## src/wdff_consts.svh

```systemverilog
// constants for the watchdog restart and fault flag block
// assumes inclusion by both design files of the block
`ifndef WDFF_CONSTS_SVH
`define WDFF_CONSTS_SVH
`define WDFF_FLAGS_ADDR    8'h09
`define WDFF_RESTART_ADDR  8'h0a
`define WDFF_EARLY_BIT     7
`define WDFF_LATE_BIT      6
`define WDFF_POR_BIT       5
`define WDFF_LOWBAK_BIT    4
`define WDFF_FLAGS_MASK    8'hf0
`define WDFF_RESTART_KEY   4'ha
`define WDFF_TICK_NS       1000
`define WDFF_CLK_NS        40
`define WDFF_TICK_CYC      (`WDFF_TICK_NS / `WDFF_CLK_NS)
`define WDFF_RST_PULSE_CYC 16
`endif

```

## src/wdff_pkg.sv

```systemverilog
// types for the watchdog restart and fault flag block
// assumes nothing beyond a systemverilog compiler
package wdff_pkg;
  typedef enum logic [1:0] {
    WDFF_IDLE  = 2'b00,
    WDFF_RUN   = 2'b01,
    WDFF_FAULT = 2'b10
  } wdff_state_type;
endpackage : wdff_pkg

```

## src/wdff_tick_div.sv

```systemverilog
// tick enable divider for the window timer
// assumes one free running ref_clk
`timescale 1ns/10ps
`include "wdff_consts.svh"
module wdff_tick_div #(
  parameter int DIV = `WDFF_TICK_CYC
) (
  // clock and reset
  input  wire logic ref_clk,
  input  wire logic reset,
  // enable out
  output logic      tick
);
  logic [15:0] cnt_r;
  logic [15:0] cnt_nxt;
  always_comb begin
    cnt_nxt = (cnt_r == 16'(DIV - 1)) ? 16'h0000 : cnt_r + 16'h0001;
  end
  always_ff @(posedge ref_clk or posedge reset) begin
    if (reset) begin
      cnt_r <= 16'h0000;
    end else begin
      cnt_r <= cnt_nxt;
    end
  end
  assign tick = (cnt_r == 16'(DIV - 1));
endmodule : wdff_tick_div

```

## src/wdff_core.sv

```systemverilog
// watchdog window checker with battery-backed fault flag register
// assumes a register port already decoded from the serial transport,
// window times in ticks, and power status levels from the supervisor
`timescale 1ns/10ps
`include "wdff_consts.svh"
// Operation
// (RULE1) restart before window opens: pull reset low, set early fault flag
// (RULE2) early fault flag stays set until software writes it clear
// (RULE3) early fault and power-on flags may both be set together
// (RULE4) early fault flag is read/write and kept by backup supply
// (RULE5) flags: early fault bit 7, power-on bit 5, low backup bit 4
// (RULE6) no restart by window close, or late restart: reset, late flag
// (RULE7) weak backup while main supply low sets low backup flag
module wdff_core #(
  parameter int TICK_DIV = `WDFF_TICK_CYC
) (
  // clock and reset
  input  wire logic       ref_clk,
  input  wire logic       reset,
  // register port
  input  wire logic       reg_wr,
  input  wire logic       reg_rd,
  input  wire logic [7:0] reg_addr,
  input  wire logic [7:0] reg_wdata,
  output logic      [7:0] reg_rdata,
  // watchdog window, in ticks
  input  wire logic       wd_enable,
  input  wire logic [15:0] window_open_time,
  input  wire logic [15:0] window_close_time,
  // supervisor status, from other power domains
  input  wire logic       por_event,
  input  wire logic       backup_weak,
  input  wire logic       main_below_backup,
  // reset output
  output logic            reset_out_n
);
  // one tick per microsecond of window time
  logic                     tick;
  // window timer group
  wdff_pkg::wdff_state_type st_r;
  wdff_pkg::wdff_state_type st_nxt;
  logic [15:0]              win_r;
  logic [15:0]              win_nxt;
  logic [4:0]               pulse_r;
  logic [4:0]               pulse_nxt;
  // reset output group
  logic                     rst_out_n_r;
  logic                     rst_out_n_nxt;
  // flag register group, battery-backed
  logic [7:0]               flags_r;
  logic [7:0]               flags_nxt;
  // read data group
  logic [7:0]               rdata_r;
  logic [7:0]               rdata_nxt;
  // power level synchronisers
  logic [2:0]               weak_s_r;
  logic [2:0]               weak_s_nxt;
  logic [2:0]               main_s_r;
  logic [2:0]               main_s_nxt;
  // decoded events
  logic                     flags_wr;
  logic                     restart;
  logic                     early;
  logic                     late;
  logic                     lowbak_set;

  wdff_tick_div #(.DIV(TICK_DIV)) u_div (
    .ref_clk (ref_clk),
    .reset   (reset),
    .tick    (tick)
  );

  // async power levels: act once stages two and three agree
  always_comb begin
    weak_s_nxt = {weak_s_r[1:0], backup_weak};
    main_s_nxt = {main_s_r[1:0], main_below_backup};
  end
  always_ff @(posedge ref_clk or posedge reset) begin
    if (reset) begin
      weak_s_r <= 3'b000;
      main_s_r <= 3'b000;
    end else begin
      weak_s_r <= weak_s_nxt;
      main_s_r <= main_s_nxt;
    end
  end
  assign lowbak_set = (weak_s_r[2] & weak_s_r[1])
                    & (main_s_r[2] & main_s_r[1]); // RULE7

  // register writes; a restart with the wrong key is ignored
  always_comb begin
    flags_wr = 1'b0;
    restart  = 1'b0;
    if (reg_wr) begin
      if (reg_addr == `WDFF_FLAGS_ADDR) begin
        flags_wr = 1'b1;
      end
      if (reg_addr == `WDFF_RESTART_ADDR
          && reg_wdata[3:0] == `WDFF_RESTART_KEY) begin
        restart = 1'b1;
      end
    end
  end

  // window checks only count while the timer runs
  always_comb begin
    early = 1'b0;
    late  = 1'b0;
    if (st_r == wdff_pkg::WDFF_RUN) begin
      early = restart && (win_r < window_open_time); // RULE1
      late  = (win_r >= window_close_time); // RULE6
    end
  end

  // window timer; a fault holds off the timer until the pulse ends
  always_comb begin
    st_nxt    = st_r;
    win_nxt   = win_r;
    pulse_nxt = pulse_r;
    case (st_r)
      wdff_pkg::WDFF_IDLE: begin
        win_nxt = 16'h0000;
        if (wd_enable) begin
          st_nxt = wdff_pkg::WDFF_RUN;
        end
      end
      wdff_pkg::WDFF_RUN: begin
        if (!wd_enable) begin
          st_nxt = wdff_pkg::WDFF_IDLE;
        end else if (early || late) begin
          st_nxt    = wdff_pkg::WDFF_FAULT; // RULE1 RULE6
          pulse_nxt = 5'(`WDFF_RST_PULSE_CYC);
        end else if (restart) begin
          win_nxt = 16'h0000;
        end else if (tick) begin
          win_nxt = win_r + 16'h0001;
        end
      end
      wdff_pkg::WDFF_FAULT: begin
        win_nxt = 16'h0000;
        if (pulse_r == 5'h01) begin
          st_nxt = wdff_pkg::WDFF_IDLE;
        end
        pulse_nxt = pulse_r - 5'h01;
      end
      default: begin
        st_nxt = wdff_pkg::WDFF_IDLE;
      end
    endcase
  end

  always_ff @(posedge ref_clk or posedge reset) begin
    if (reset) begin
      st_r    <= wdff_pkg::WDFF_IDLE;
      win_r   <= 16'h0000;
      pulse_r <= 5'h00;
    end else begin
      st_r    <= st_nxt;
      win_r   <= win_nxt;
      pulse_r <= pulse_nxt;
    end
  end

  // flags: hardware set wins over a software clear in the same cycle
  always_comb begin
    flags_nxt = flags_r & `WDFF_FLAGS_MASK;
    if (flags_wr) begin
      flags_nxt = reg_wdata & `WDFF_FLAGS_MASK; // RULE2 RULE4
    end
    if (early) begin
      flags_nxt[`WDFF_EARLY_BIT] = 1'b1; // RULE1
    end
    if (late) begin
      flags_nxt[`WDFF_LATE_BIT] = 1'b1; // RULE6
    end
    if (por_event) begin
      flags_nxt[`WDFF_POR_BIT] = 1'b1; // RULE3
    end
    if (lowbak_set) begin
      flags_nxt[`WDFF_LOWBAK_BIT] = 1'b1; // RULE7
    end
  end
  // battery-backed: the core reset never clears the flags, so they
  // hold unknown values until software first writes them
  always_ff @(posedge ref_clk) begin
    flags_r <= flags_nxt; // RULE4
  end

  // read data: unused and unmapped bits read as zero
  always_comb begin
    rdata_nxt = rdata_r;
    if (reg_rd) begin
      if (reg_addr == `WDFF_FLAGS_ADDR) begin
        rdata_nxt = flags_r & `WDFF_FLAGS_MASK; // RULE5
      end else begin
        // the write-only restart register reads as zero too
        rdata_nxt = 8'h00;
      end
    end
  end
  always_ff @(posedge ref_clk or posedge reset) begin
    if (reset) begin
      rdata_r <= 8'h00;
    end else begin
      rdata_r <= rdata_nxt;
    end
  end

  // reset output from a flop: a decode of the state bits could glitch
  // low while the two state bits change together
  always_comb begin
    rst_out_n_nxt = 1'b1;
    if (st_nxt == wdff_pkg::WDFF_FAULT) begin
      rst_out_n_nxt = 1'b0; // RULE1 RULE6
    end
  end
  always_ff @(posedge ref_clk or posedge reset) begin
    if (reset) begin
      rst_out_n_r <= 1'b1;
    end else begin
      rst_out_n_r <= rst_out_n_nxt;
    end
  end

  assign reg_rdata   = rdata_r;
  assign reset_out_n = rst_out_n_r;
endmodule : wdff_core

```

## config.mk

```make
export PLATFORM = sky130hd
export DESIGN_NAME = wdff_core
export DESIGN_NICKNAME = d
export VERILOG_FILES = /design/src/wdff_pkg.sv /design/src/wdff_tick_div.sv /design/src/wdff_core.sv
export VERILOG_INCLUDE_DIRS = /design/src
export SDC_FILE = /design/constraint.sdc
export NUM_CORES = 1
export LEC_CHECK = 0
export ABC_AREA = 1
export BUFFER_PORTS_ARGS = -buffer_cell sky130_fd_sc_hd__buf_2
export CORE_ASPECT_RATIO = 1.5
export CORE_MARGIN = 2
export CORE_UTILIZATION = 40
export CTS_BUF_LIST = sky130_fd_sc_hd__clkbuf_16
export DETAILED_ROUTE_END_ITERATION = 10
export SYNTH_ARGS = -nofsm -noshare
export SYNTH_HDL_FRONTEND = slang
export SYNTH_SLANG_ARGS = --single-unit
```

## constraint.sdc

```tcl
create_clock -name ref_clk -period 2.6 [get_ports ref_clk]
set_input_delay 0.39 -clock ref_clk [delete_from_list [all_inputs] [get_ports ref_clk]]
set_output_delay 0.39 -clock ref_clk [all_outputs]
set_load 0.02 [all_outputs]
```

==> impl_metrics.tcl, run 1 <==
set metrics [dict create \
    outcome "completed" \
    cts_root_buf "clkbuf_16" \
    slew_headroom_pct 64.0 \
    cts_buffers 5 \
    worst-endpoint-arrival_ns 2.31 \
    vias_per_cell 4.98 \
    io_buffers 60 \
    antenna_found_initial 0 \
    clockBufferDepth 2 \
    fin_setup_tns_ns 0 \
    grt_util_met2_pct 33.8 \
    syn_area_um2 3810 \
    irDropWorstVdd_mv 0.388 \
    drc 0 \
    worst-setup-path-type "register to register" \
    crit_path_end_kind "register" \
    synth-compound-area-share_pct 6.73 \
    drt_wl_total_um 8610 \
    dieArea_um2 10300 \
    p_per_area_nw_per_um2 403 \
    ys_types 42 \
    cts_setup_buffers 0 \
    nets 668 \
    synth-simple-area-share_pct 32.0 \
    placement_rows 43 \
    routabilityCongestion 0.880 \
    cts-hold-fix-buffers 0 \
    groute.layer.met1.usage_pct 19.2 \
    grt_overflow_total 0 \
    critPathMaxFanout 17 \
    timing.hold.ws_ns 0.0551 \
    synth_adder_area_share_pct 11.8 \
    synth-edff-count 0 \
    dp_hpwl_um 6870 \
    dpl_cell_area_um2 4210 \
    hp-class "primary input to asynchronous set/reset pin" \
    grt_pass1_wl_um 14800 \
    vias 3432 \
    met3_usage_pct 1.92 \
    core_area_um2 9250 \
    setup_viol 0 \
    leakagePower_nw 2.46 \
    worst_slew_pin_slew_ns 0.537 \
    skew_ns 0.00792 \
    die_x_um 83.7 \
    drv_slew 0 \
    firstDrtPassIters 4 \
    clock_latency_ns 0.29 \
    tritoncts "yes" \
    synth_mux_area_share_pct 0 \
    ant_nets 0 \
    grt_setup_unrepaired "false" \
    avgSynthCellArea_um2 7.45 \
    fin_ws_ns 0.469 \
    drive_gt1_share_pct 18.5 \
    critPathRequiredTime_ns 2.78 \
    grtUsageTotal_pct 17.4 \
    hold_violations 0 \
    syn_inst 512 \
    synth-xor-area-share_pct 2.30 \
    ys_warn_count 0 \
    synth_top_family_by_area "simple AND/OR/NAND/NOR gates" \
    ys_seq_area_share_pct 35.0 \
    grt_max_degree 22 \
    max_freq_mhz 469 \
    period_needed_ns 2.13 \
    htreeDepth 2 \
    cp-start-kind "register" \
    grt_pass1_vias 3477 \
    utilization_pct 47.0 \
    fin_area_um2 4350 \
    wire_per_inst_um 12.5 \
    synthArstFlopShare_pct 92.6 \
    antennaDiodeCount 0 \
    syn_to_final_growth_pct 14.1 \
    clk_pin_slew_ns 0.07 \
    drt_iter0_drc 171 \
    ctsResizeCount 0 \
    io-pin-count 65 \
    pre_cts_ws_ns 0.472 \
    clkSinkCount 54 \
    die_h_um 124 \
    ys.flop_type "dfrtp_1" \
    grt-busiest-layer "met2" \
    post-route-period-util_pct 82.0 \
    initial_core_util_pct 41.2 \
    drv_cap 0 \
    ys_seq_elements 54 \
]
[flip-flops by register name, summed over array words and instances (netlist names)]
| register | cells |
|---|---|
| reset_out_n | 1 |
| weak_s_r | 3 |
| pulse_r | 5 |
| reg_rdata | 4 |
| flags_r | 4 |
| u_div.cnt_r | 16 |
| main_s_r | 3 |
| win_r | 16 |
| st_r | 2 |
[report_power, final]
group	leakage [nW]	internal [W]	total [W]	switching [W]
combinational	1.70	0.0000878	0.000210	0.000122
clock	0.0750	0.000354	0.000656	0.000302
sequential	0.689	0.000863	0.000888	0.0000250
[worst paths after layout]
check | from | end | slack (ns) | cells past startpoint
setup / recovery | win_r[11] | win_r[13] | 0.47 | 10
hold / removal | reset | u_div.cnt_r[13] | 0.06 | 2
setup reg to reg | win_r[11] | win_r[13] | 0.47 | 10
hold reg to reg | main_s_r[0] | main_s_r[1] | 0.35 | 0
max in group asynchronous | reset | reset_out_n | 1.87 | 3
min in group ref_clk | backup_weak | weak_s_r[0] | 0.20 | 1
[synth_stat cells (2+ instances only)]
master	count	area, µm²
nand2_1	111	417
inv_1	94	353
dfrtp_1	49	1230
nor2_1	41	154
nand3_1	38	190
ha_1	36	450
nor3_1	19	95.1
a21oi_1	17	85.1
nand2_2	14	87.6
nand4_1	13	81.3
o21ai_0	12	60.1
xor2_1	9	78.8
inv_2	7	26.3
nor4_1	5	31.3
o211ai_1	5	37.5
buf_4	4	30.0
dfxtp_1	4	80.1
o31ai_1	4	30.0
or2_2	4	25.0
o21bai_1	3	22.5
nand2_4	2	22.5
[per-stage QoR]
| stage | cells | power, W |
|---|---|---|
| 4_1_cts | 689 | 0.00178 |
| 6_report | 689 | 0.00175 |
| 5_1_grt | 689 | 0.00184 |
| 3_3_place_gp | 681 | 0.00111 |
| 2_1_floorplan | 515 | 0.00104 |
| 3_5_place_dp | 681 | 0.00112 |
[routing by layer]
layer,share of wire [%],vias to the layer above
li1,-,1755
met1,41,1575
met2,53,80
met4,2.9,0
met5,0,-
met3,3.3,22
[area by class of cell]
cell class	count	area (µm²)
well taps	112	140
inverters	103	393
fillers	929	4900
multi-input cells	350	2030
clock buffers	5	125
flip-flops and latches	54	1330
repair buffers	62	315
clock inverters	3	17.5
[worst max-delay path, cell delays in order, from the launching register on]
cell and delay [ns]:
dfrtp_1 0.50, ha_1 0.35, nand2_1 0.06, nor4_1 0.31
nand2_1 0.17, nand4_4 0.12, nand2_4 0.08, inv_6 0.14
nand2_8 0.13, nand2_1 0.09, nand2_1 0.05
[kinds of logic (layout without fill, tap and decap cells)]
| group | count (synthesis) | after routing |
|---|---|---|
| fa+ha+maj | 36 | 36 |
| flops | 54 | 54 |
| buf+inv | 111 | 173 |
| simple gates | 256 | 256 |
| other cells | 1 | 4 |
| xor+xnor | 10 | 10 |
| compound gates | 44 | 44 |
[layout by cell type, fill, tap and decap left out, types with 2 or more instances in the layout]
master / instances
inv_1: 94
xor2_1: 9
o31ai_1: 4
nor3_1: 19
inv_2: 8
nor4_1: 5
a21oi_1: 17
conb_1: 4
ha_1: 36
nand2_2: 14
nor2_1: 41
o21bai_1: 3
nand2_1: 111
nand2_4: 2
or2_2: 4
buf_2: 60
nand3_1: 38
dfxtp_1: 4
clkbuf_16: 5
clkinv_2: 2
o211ai_1: 5
dfrtp_1: 49
o21ai_0: 12
nand4_1: 13
buf_4: 2
No activity file was read; power rests on OpenSTA's default activity.
==> inputs of run 2 (changes only) <==
==> constraint.sdc (replaced) <==
create_clock -name ref_clk -period 1.8 [get_ports ref_clk]
set_input_delay 0.27 -clock ref_clk [delete_from_list [all_inputs] [get_ports ref_clk]]
set_output_delay 0.27 -clock ref_clk [all_outputs]
set_load 0.02 [all_outputs]
==> impl_metrics.tcl, run 2 (synthesis gave the netlist of run 1 again) <==
set metrics [dict create \
    outcome "finished, violations left" \
    violations "setup timing" \
    dp.cells 715 \
    drv_cap 0 \
    core_area_um2 9250 \
    clockBufferDepth 2 \
    firstDrtPassIters 4 \
    grt_max_degree 35 \
    crit_path_end_kind "register" \
    leakagePower_nw 2.71 \
    crit_start "win_r[10]" \
    vias_per_cell 4.92 \
    hold_violations 0 \
    dpl_cell_area_um2 4480 \
    grt_pass1_wl_um 14900 \
    critPathMaxFanout 8 \
    r2r_start "win_r[10]" \
    cp-start-kind "register" \
    routabilityCongestion 0.919 \
    cp_slowest_cell "dfrtp_1" \
    fin_area_um2 4940 \
    grt_setup_unrepaired "true" \
    grtUsageTotal_pct 17.7 \
    final_cells 733 \
    fin_ws_ns -0.123 \
    final_common_cell "nand2_1" \
    drt_wl_total_um 9200 \
    drv_slew 0 \
    top_regs "u_div.cnt_r: 16 flops, win_r: 16 flops, pulse_r: 5 flops" \
    total_power_w 0.00264 \
    max_stage_delay_ns 0.41 \
    cts_buffers 5 \
    grt_pass1_vias 3480 \
    vias 3604 \
    cp_common_cell "nand2_2" \
    drc 0 \
    syn_to_final_growth_pct 29.6 \
    dp_hpwl_um 7070 \
    antennaDiodeCount 0 \
    pre_cts_ws_ns -0.197 \
    worst-path-buf-inv 2 \
    skew_ns 0.00513 \
    worst-setup-path-type "register to register" \
    drive_gt1_share_pct 30.0 \
    dieArea_um2 10300 \
    irDropWorstVdd_mv 0.398 \
    tritoncts "yes" \
    hp-start "main_below_backup" \
    initial_core_util_pct 41.2 \
    grt_overflow_total 0 \
    period_needed_ns 1.92 \
    max_freq_mhz 520 \
    nets 712 \
    clock_latency_ns 0.29 \
    antenna_found_initial 0 \
    wire_per_inst_um 12.5 \
    clkSinkCount 54 \
    hp-class "primary input to register" \
    utilization_pct 53.4 \
    post-route-period-util_pct 107 \
    cts_root_buf "clkbuf_16" \
    clk_pin_slew_ns 0.07 \
    htreeDepth 2 \
    setup_viol 23 \
    critical_path.cell_chain "buf_4 -> ha_1 -> nand2_2 -> o21ai_1 -> a21oi_2 -> nand4_4 -> nand2_8 -> clkinv_8 -> nand2_8 -> nand2_2 -> nand2_2" \
    drt_iter0_drc 186 \
    critPathTopFamily "simple AND/OR/NAND/NOR gates" \
    die_x_um 83.7 \
    layout_common_cells "nand2_1, inv_1, buf_2, dfrtp_1, buf_4" \
    io_buffers 60 \
    critPathRequiredTime_ns 2.03 \
    placement_rows 43 \
    worst-endpoint-arrival_ns 2.15 \
    ant_nets 0 \
    die_h_um 124 \
    io-pin-count 65 \
    p_per_area_nw_per_um2 534 \
]
==> run 2: cell types whose count changed in the layout (fill, tap and decap cells not counted), moves of 3 or more <==
| cell | delta |
|---|---|
| buf_4 | +39 |
| ha_1 | -9 |
| ha_4 | +9 |
| nand2_1 | -8 |
| nand2_2 | +6 |
| nor3_1 | -5 |
| nor3_2 | +5 |
| nor2_1 | -4 |
| nor2_2 | +4 |
| o21ai_0 | -3 |
==> run 2: final timing paths <==
check                         endpoint  slack [ns]  cells after the start
max reg2reg                   win_r[5]       -0.12                     11
max in group asynchronous  reset_out_n        0.73                      4
max                           win_r[5]       -0.12                     11
min in group asynchronous     win_r[1]        0.50                      3
min reg2reg                weak_s_r[1]        0.35                      0
min                        main_s_r[0]        0.08                      1
==> run 2: repair_timing <==
| action | 4_1_cts | 5_1_grt |
|---|---|---|
| hold buffers | 1 | 0 |
| gates cloned | 3 | 0 |
| endpoints found under the setup margin | 23 | 28 |
| hold endpoints to repair | 16 | 0 |
| pin swaps | 6 | 8 |
| setup buffers | 2 | 4 |
| gates resized for setup | 10 | 33 |
==> run 2: area by class of cell <==
cell class,count,area (µm²)
Clock buffer,5,125
Clock inverter,3,28.8
Fill cell,872,4310
Inverter,103,400
Multi-Input combinational cell,351,2260
Sequential cell,54,1340
Tap cell,112,140
Timing Repair Buffer,103,638
Timing Repair inverter,2,12.5
==> run 2: per-layer routing <==
layer / share of wire [%] / routed length, µm / vias up / track usage, %
met5: 0 / 0 / - / 0
met4: 2.8 / 254 / 0 / 7.86
met3: 2.9 / 271 / 22 / 2.05
met2: 56 / 5110 / 86 / 34.5
met1: 39 / 3560 / 1651 / 19.0
li1: - / - / 1845 / -
==> run 2: report_power, final <==
part / internal (W) / leakage (nW) / total, W / switching [W]
clock network: 0.000531 / 0.0759 / 0.000993 / 0.000462
logic: 0.000161 / 1.95 / 0.000372 / 0.000212
registers: 0.00125 / 0.685 / 0.00127 / 0.0000276
==> run 2: through the flow <==
stage                     hold WS, ns  setup TNS [ns]
final                          0.0790           -2.06
after global routing           0.0638           -4.81
after CTS                      0.0724           -2.77
after detailed placement        0.276           -4.05
after global placement          0.271           -4.10
after floorplan                 0.301          -0.301
